--- config.mk ---
export PLATFORM = sky130hd
export DESIGN_NAME = uep4_tx
export DESIGN_NICKNAME = d
export VERILOG_FILES = /design/src/uep4_pkg.sv /design/src/uep4_tx.sv
export VERILOG_INCLUDE_DIRS = /design/src
export SDC_FILE = /design/constraint.sdc
export NUM_CORES = 1
export LEC_CHECK = 0
export ABC_AREA = 1
export BUFFER_PORTS_ARGS = -buffer_cell sky130_fd_sc_hd__buf_2
export CORE_ASPECT_RATIO = 0.75
export CORE_MARGIN = 4
export CORE_UTILIZATION = 50
export DETAILED_ROUTE_END_ITERATION = 10
export PLACE_DENSITY = 0.73
export SLEW_MARGIN = 20
export SYNTH_ARGS = -nofsm -noshare
export SYNTH_HDL_FRONTEND = slang
export SYNTH_SLANG_ARGS = --single-unit
--- constraint.sdc ---
create_clock -name clock -period 6.4 [get_ports clock]
set_input_delay 1.28 -clock clock [delete_from_list [all_inputs] [get_ports clock]]
set_output_delay 1.28 -clock clock [all_outputs]
set_load 0.1 [all_outputs]
--- src/uep4_defines.svh ---
// Purpose: register offsets, field positions and reset values of the endpoint 4 transmit slice
// Assumes: 16-bit register port with byte addresses as printed
// Notes:   definitions only
// Contract
// [RQ1] cpu data write pushes low byte
// [RQ2] host in transfers drain fifo bytes
// [RQ3] count register reports entries zero to sixty-four
// [RQ4] valid bit lets next host read proceed
// [RQ5] host read completion clears valid bit
// [RQ6] valid gates reads only when enabled
// [RQ7] flush bit empties fifo, reads zero
// [RQ8] write to full fifo sets overflow
// [RQ9] overflow cleared only by writing one
// [RQ10] full bit shows fifo at capacity
// [RQ11] empty bit shows no entries, set at reset
// [RQ12] packet size in eight-byte units, default sixty-four
// [RQ13] packet size reported in host descriptor
// [RQ14] read-only revision byte
// [RQ15] per endpoint ack nak stall flags, write-one clear
// [RQ16] suspend request bit, write one enters suspend; the code enters suspend only while the request bit is already set
// [RQ17] lowest bit flags mailbox valid
`ifndef UEP4_DEFINES_SVH
`define UEP4_DEFINES_SVH

`define UEP4_OFF_DATA    16'h4028
`define UEP4_OFF_COUNT   16'h402A
`define UEP4_OFF_FLAGS   16'h402C
`define UEP4_OFF_PKT     16'h402E
`define UEP4_OFF_REV     16'h4030
`define UEP4_OFF_HS      16'h4032
`define UEP4_OFF_IRQ_ST  16'h4040
`define UEP4_OFF_IRQ_EN  16'h4042

`define UEP4_FLG_EMPTY   0
`define UEP4_FLG_FULL    1
`define UEP4_FLG_OVF     3
`define UEP4_FLG_FLUSH   4
`define UEP4_FLG_VALID   5
`define UEP4_HS_SUSPEND  7

`define UEP4_IRQ_OVF     0
`define UEP4_IRQ_DONE    1
`define UEP4_IRQ_DRAIN   2

`define UEP4_RST_PKT     8'h08
`define UEP4_RST_IRQ_EN  3'h0
`define UEP4_FIFO_DEPTH  64
// arbitrary value, not a real part's revision
`define UEP4_REV_DEFAULT 8'h5A

`endif

--- src/uep4_pkg.sv ---
// Purpose: shared types of the endpoint 4 transmit slice
// Assumes: offsets and fields live in uep4_defines.svh
// Notes:   handshake struct order matches the status register bit order
package uep4_pkg;

    typedef struct packed {
        logic [15:0] addr;
        logic [15:0] wdata;
        logic        wr;
        logic        rd;
    } uep4_bus_s;

    typedef struct packed {
        logic suspend_req;
        logic ep4_stall;
        logic ep4_nak;
        logic ep4_ack;
        logic ep3_stall;
        logic ep3_nak;
        logic ep3_ack;
        logic ep2_valid;
    } uep4_hs_s;

endpackage

--- src/uep4_tx.sv ---
// Purpose: endpoint 4 transmit fifo, its status, packet size, revision and handshake status
// Assumes: link-side strobes come from protocol logic on the same clock
// Notes:   read data stands one cycle after the read strobe; one level interrupt
//
// The implementer's own choice: strobed register access.
`timescale 1ns/100ps
`default_nettype none
`include "uep4_defines.svh"

module uep4_tx
#(
    parameter int unsigned DEPTH    = `UEP4_FIFO_DEPTH,
    parameter logic [7:0]  REVISION = `UEP4_REV_DEFAULT
)
(
    input  wire logic                clock,         // system clock
    input  wire logic                sys_rst,       // async reset, active high
    input  wire uep4_pkg::uep4_bus_s bus,           // cpu register request
    output logic [15:0]              rdata,         // read data, cycle after rd
    input  wire logic                host_pop,      // host takes one byte
    input  wire logic                host_done,     // host read completed
    input  wire logic                valid_gate_en, // valid bit gating enabled
    input  wire uep4_pkg::uep4_hs_s  hs_evt,        // handshake event pulses
    output logic [7:0]               host_data,     // byte for the host
    output logic                     host_avail,    // a byte may be taken
    output logic [7:0]               ep4_max_pkt,   // descriptor packet size
    output logic                     suspend_go,    // enter suspend, pulse
    output logic                     irq            // interrupt level
);
    import uep4_pkg::*;

    localparam int unsigned AW = $clog2(DEPTH);
    localparam int unsigned CW = $clog2(DEPTH + 1);

    ////////////////////////////////////////////////////////////////////////
    // state

    logic [7:0]    mem [DEPTH];
    logic [AW-1:0] wr_ptr_q;
    logic [AW-1:0] rd_ptr_q;
    logic [CW-1:0] cnt_q;
    logic [CW-1:0] cnt_d;
    logic          valid_q;
    logic          valid_d;
    logic          ovf_q;
    logic          ovf_d;
    logic [7:0]    hs_q;
    logic [7:0]    hs_d;
    logic [7:0]    pkt_q;
    logic [2:0]    ip_q;
    logic [2:0]    ip_d;
    logic [2:0]    ie_q;
    logic [2:0]    ie_d;
    logic [7:0]    host_data_q;
    logic          host_avail_q;
    logic          suspend_q;
    logic          irq_q;
    logic [15:0]   rdata_q;

    ////////////////////////////////////////////////////////////////////////
    // address decode

    wire sel_data  = bus.addr == `UEP4_OFF_DATA;
    wire sel_count = bus.addr == `UEP4_OFF_COUNT;
    wire sel_flags = bus.addr == `UEP4_OFF_FLAGS;
    wire sel_pkt   = bus.addr == `UEP4_OFF_PKT;
    wire sel_rev   = bus.addr == `UEP4_OFF_REV;
    wire sel_hs    = bus.addr == `UEP4_OFF_HS;
    wire sel_ist   = bus.addr == `UEP4_OFF_IRQ_ST;
    wire sel_ien   = bus.addr == `UEP4_OFF_IRQ_EN;

    wire wr_data  = bus.wr && sel_data;
    wire wr_flags = bus.wr && sel_flags;
    wire wr_pkt   = bus.wr && sel_pkt;
    wire wr_hs    = bus.wr && sel_hs;
    wire wr_ist   = bus.wr && sel_ist;
    wire wr_ien   = bus.wr && sel_ien;

    ////////////////////////////////////////////////////////////////////////
    // fifo control

    // [RQ10] full at capacity
    wire full  = cnt_q == CW'(DEPTH);
    // [RQ11] empty at zero
    wire empty = cnt_q == '0;

    // [RQ7] flush on write of one
    wire flush = wr_flags && bus.wdata[`UEP4_FLG_FLUSH];

    // [RQ1] push low byte unless full
    wire push = wr_data && !full && !flush;

    // [RQ8] write while full is an overflow
    wire ovf_evt = wr_data && full;

    // [RQ6] gate only when enabled
    wire allow = !valid_gate_en || valid_q;

    // [RQ2] host drains a byte
    wire pop = host_pop && !empty && allow && !flush;

    wire [7:0] pop_byte = mem[rd_ptr_q];

    // [RQ3] entry count
    assign cnt_d = flush ? '0 : CW'(cnt_q + CW'(push) - CW'(pop));

    // [RQ5] host completion clears valid; a cpu write in that cycle wins
    assign valid_d = wr_flags ? bus.wdata[`UEP4_FLG_VALID]
                   : (host_done ? 1'b0 : valid_q);

    // [RQ9] sticky, write-one clear, set wins
    assign ovf_d = ovf_evt || (ovf_q && !(wr_flags && bus.wdata[`UEP4_FLG_OVF]));

    ////////////////////////////////////////////////////////////////////////
    // handshake status

    wire [7:0] hs_clr = wr_hs ? bus.wdata[7:0] : 8'h00;

    // [RQ15] sticky handshake flags, set wins over clear
    // [RQ17] bit 0 mailbox valid
    assign hs_d = 8'(hs_evt) | (hs_q & ~hs_clr);

    // [RQ16] suspend only when a request stands
    wire suspend_d = wr_hs && bus.wdata[`UEP4_HS_SUSPEND] && hs_q[`UEP4_HS_SUSPEND];

    ////////////////////////////////////////////////////////////////////////
    // interrupts

    wire [2:0] irq_evt;
    assign irq_evt[`UEP4_IRQ_OVF]   = ovf_evt;
    assign irq_evt[`UEP4_IRQ_DONE]  = host_done;
    assign irq_evt[`UEP4_IRQ_DRAIN] = pop && !push && (cnt_q == CW'(1));

    wire [2:0] ip_clr = wr_ist ? bus.wdata[2:0] : 3'h0;
    assign ip_d = irq_evt | (ip_q & ~ip_clr);
    assign ie_d = wr_ien ? bus.wdata[2:0] : ie_q;

    ////////////////////////////////////////////////////////////////////////
    // read mux

    wire [7:0] flags_rd = {2'b00, valid_q, 1'b0, ovf_q, 1'b0, full, empty};

    // [RQ14] revision is a constant
    wire [15:0] rd_word = sel_count ? 16'(cnt_q)
                        : sel_flags ? {8'h00, flags_rd}
                        : sel_pkt   ? {8'h00, pkt_q}
                        : sel_rev   ? {8'h00, REVISION}
                        : sel_hs    ? {8'h00, hs_q}
                        : sel_ist   ? {13'h0000, ip_q}
                        : sel_ien   ? {13'h0000, ie_q}
                        : 16'h0000;

    ////////////////////////////////////////////////////////////////////////
    // registers

    // storage has no reset; only entries below the count are ever read
    always_ff @(posedge clock)
    begin
        if (push)
            mem[wr_ptr_q] <= bus.wdata[7:0];
    end

    always_ff @(posedge clock or posedge sys_rst)
    begin
        if (sys_rst)
        begin
            wr_ptr_q <= '0;
            rd_ptr_q <= '0;
            cnt_q    <= '0;
        end
        else
        begin
            wr_ptr_q <= flush ? '0 : AW'(wr_ptr_q + AW'(push));
            rd_ptr_q <= flush ? '0 : AW'(rd_ptr_q + AW'(pop));
            cnt_q    <= cnt_d;
        end
    end

    always_ff @(posedge clock or posedge sys_rst)
    begin
        if (sys_rst)
        begin
            valid_q <= 1'b0;
            ovf_q   <= 1'b0;
            hs_q    <= 8'h00;
            ip_q    <= 3'h0;
            ie_q    <= `UEP4_RST_IRQ_EN;
        end
        else
        begin
            valid_q <= valid_d;
            ovf_q   <= ovf_d;
            hs_q    <= hs_d;
            ip_q    <= ip_d;
            ie_q    <= ie_d;
        end
    end

    // [RQ12] packet size register, eight-byte units
    always_ff @(posedge clock or posedge sys_rst)
    begin
        if (sys_rst)
            pkt_q <= `UEP4_RST_PKT;
        else if (wr_pkt)
            pkt_q <= bus.wdata[7:0];
    end

    // [RQ2] byte held for the host after each pop
    always_ff @(posedge clock or posedge sys_rst)
    begin
        if (sys_rst)
            host_data_q <= 8'h00;
        else if (pop)
            host_data_q <= pop_byte;
    end

    // [RQ4] availability follows next count and valid
    always_ff @(posedge clock or posedge sys_rst)
    begin
        if (sys_rst)
            host_avail_q <= 1'b0;
        else
            host_avail_q <= (cnt_d != '0) && (!valid_gate_en || valid_d);
    end

    // next-state terms keep irq aligned with the status it reflects
    always_ff @(posedge clock or posedge sys_rst)
    begin
        if (sys_rst)
        begin
            suspend_q <= 1'b0;
            irq_q     <= 1'b0;
            rdata_q   <= 16'h0000;
        end
        else
        begin
            suspend_q <= suspend_d;
            irq_q     <= |(ip_d & ie_d);
            rdata_q   <= bus.rd ? rd_word : 16'h0000;
        end
    end

    assign rdata       = rdata_q;
    assign host_data   = host_data_q;
    assign host_avail  = host_avail_q;
    // [RQ13] descriptor packet size
    assign ep4_max_pkt = pkt_q;
    assign suspend_go  = suspend_q;
    assign irq         = irq_q;
endmodule
`default_nettype wire

==> run metrics <==
outcome=complete, no violations; Port Buf Inserts=65; vias per std cell=5.56; max_slew headroom=0.264; Seq cells post-synth=574; clk root buf=clkbuf_16; top-area cell type share of the netlist area=0.634; Synth Warn #=0; htree depth=2; drt first pass iters=6; Crit Path Max Fanout=14; Worst VDD drop=0.450 mV; gr usage total=0.219; Seq/Total Area, Yosys=0.698; Leak Pwr=10.4 nW; routability cong.=0.904; DRT iter0 DRCs=2,053; worst skew pair latency=0.57 ns; DIE WIDTH=262 um; Pwr Total=11.1 mW; Area Overhead vs Synth=10.0%; CP Data Required Time=6.86 ns; top_reg_cell synth=edfxtp_1; reg2reg setup slack=2.80 ns; Resized cells post-CTS=0; Layout Skew=0.0116 ns; Crit path max-delay family=simple AND/OR/NAND/NOR gates; Hold Crit Depth=2; Layout fillers=3,875; Max Slew Vio Count=0; Rows=69; worst r2r dst=host_data[7]; Via Count=16,377; largest net degree at the start of global routing=130; DIE AREA=52,100 um^2; CP max stage cell=fa_1; Final Critical Period=4.02 ns; WP data arrival=4.48 ns; CP max stage delay=0.46 ns; initial antenna violation count=1; Post-synth EDFFs=512; Total Wirelength=58.3 mm; R2R depth=12; vias in the first global route=15,230; Worst Hold Class=reg2reg; Avg Inst Size Synth=10.9 um^2; most frequent cell after synthesis=nand2_1; Num CTS Buffers=52; total gr overflow=0; Util after Layout=0.560; I/O pin total=82; Netlist Area Pre-Place=24,200 um^2; share of cells above drive strength 1=0.0858; Post-layout nets=2,326; DRC viols=0; maximum clock frequency=0.249 GHz; CTS tree=done; number of buffers and inverters on the critical path=3; Wirelength per Cell=19.8 um; max_cap viols=0; antenna cells=0; Yosys cell types=39; CP Class=in2reg; cts hold-fix bufs=0; Worst Hold End=host_data[4]; die span in y=199 um; fin crit share=0.628; CP Capture Type=flip-flop; leading area contributor after synthesis=edfxtp_1; top cells by area, synth=edfxtp_1 (63%), nand2_1 (13%), nand3_1 (6.4%), dfrtp_1 (6.3%), nor2_1 (1.8%); Setup Viol. Count Final=0; post-route ant nets=0; most common library cells after synthesis=nand2_1 (846), edfxtp_1 (512), nand3_1 (311); Pwr Density=415 nW/um^2; Reg-to-Reg Start=rd_ptr_q[0]; Syn Inst Count=2,234; Fin. Hold Viols=0; first-pass GRT wire length=88.7 mm; Initial Util=0.509; Core Area=47,700 um^2; slew of the pin with the lowest slew margin=1.10 ns; ys async rst share=0.108; setup total negative slack=0 ns; # Post-CTS Setup Buffers=0; RSZ-0062 raised after global routing=no; HP Start=host_data[4]; clk buf depth=3; clk slew on worst S/H paths=0.06 ns; CP Launch Type=primary input; Clock Sinks=574; DP Wirelength=35.0 mm; CP Cell Sequence=buf_2 -> nor2_1 -> nand3_1 -> nor2_2 -> nand4_1 -> nand2_2 -> inv_2 -> ha_1 -> inv_1 -> ha_1 -> fa_1 -> nand3_1 -> nand3_1 -> nand3_1 -> nand3_1 -> nor2_1 -> nor2_1; most used cell, CP=nand3_1
## layout by cell type, fill, tap and decap left out, types with 17 or more instances in the layout
cell type	instances
inv_1	71
nand3_1	311
dfrtp_1	59
nor2_1	118
buf_4	17
clkbuf_16	53
nand2_1	846
buf_2	65
a21oi_1	82
o21ai_0	27
edfxtp_1	512
## cell type report
type,instances,area (um^2),area share
clock buffers,66,1390,0.0519
clock inverters,30,313,0.0117
inverters,84,322,0.0121
multi-input cells,1470,6450,0.242
flip-flops and latches,574,16900,0.635
well taps,639,800,0.0300
repair buffers,83,473,0.0177
## worst min-delay path, cell delays in order, from the launching register on
cell and delay, ns:
dfrtp_1 0.34, nand2_1 0.05, nand2_1 0.06
## metrics by stage
stage | cell area [um^2] | cells | setup slack (ns) | hold slack, ns
2_1_floorplan | 24300 | 2241 | 2.66 | 0.450
3_3_place_gp | 25000 | 2850 | 1.90 | 0.469
3_5_place_dp | 25000 | 2850 | 1.87 | 0.468
4_1_cts | 26700 | 2946 | 2.42 | 0.486
5_1_grt | 26700 | 2946 | 2.05 | 0.507
6_report | 26700 | 2946 | 2.38 | 0.483
## registers in the layout (all words and copies together) (netlist names)
signal,flops
ovf_q,1
mem,512
ip_q,3
cnt_q,7
ie_q,3
rd_ptr_q,6
rdata,8
irq,1
suspend_go,1
hs_q,8
wr_ptr_q,6
host_avail,1
host_data,8
ep4_max_pkt,8
valid_q,1
## power by group
group	total (mW)	switching (mW)	internal, mW
Combinational	3.61	2.70	0.911
Sequential	4.31	0.162	4.15
Clock	3.14	1.33	1.81
Total	11.1	4.19	6.87
## routing by layer
metal | GRT usage | vias up | part of all wire
li1 | - | 7643 | -
met1 | 0.327 | 7911 | 0.43
met2 | 0.325 | 729 | 0.44
met3 | 0.0606 | 90 | 0.11
met4 | 0.0458 | 4 | 0.018
met5 | 0.00991 | - | 0.0013
## how the worst max path moves through the flow
| stage | start | endpoint | slack [ns] | cells past startpoint |
|---|---|---|---|---|
| after floorplan | bus[29] | host_avail | 2.66 | 16 |
| after global placement | bus[31] | host_avail | 1.90 | 17 |
| after detailed placement | bus[31] | host_avail | 1.87 | 17 |
| after CTS | bus[31] | host_avail | 2.42 | 17 |
| after global routing | bus[29] | host_avail | 2.05 | 17 |
| final | bus[31] | host_avail | 2.38 | 17 |
## logic make-up after synthesis
group	after synthesis	share of synthesized area
adders and majority gates	14	0.00753
DFF	574	0.698
xor gates and xnor gates	4	0.00144
buffers and inverters	197	0.0370
and+or+nand+nor	1318	0.229
other	1	0.000155
AOI/OAI and AO/OA	126	0.0267
(Power assumes the default switching activity.)
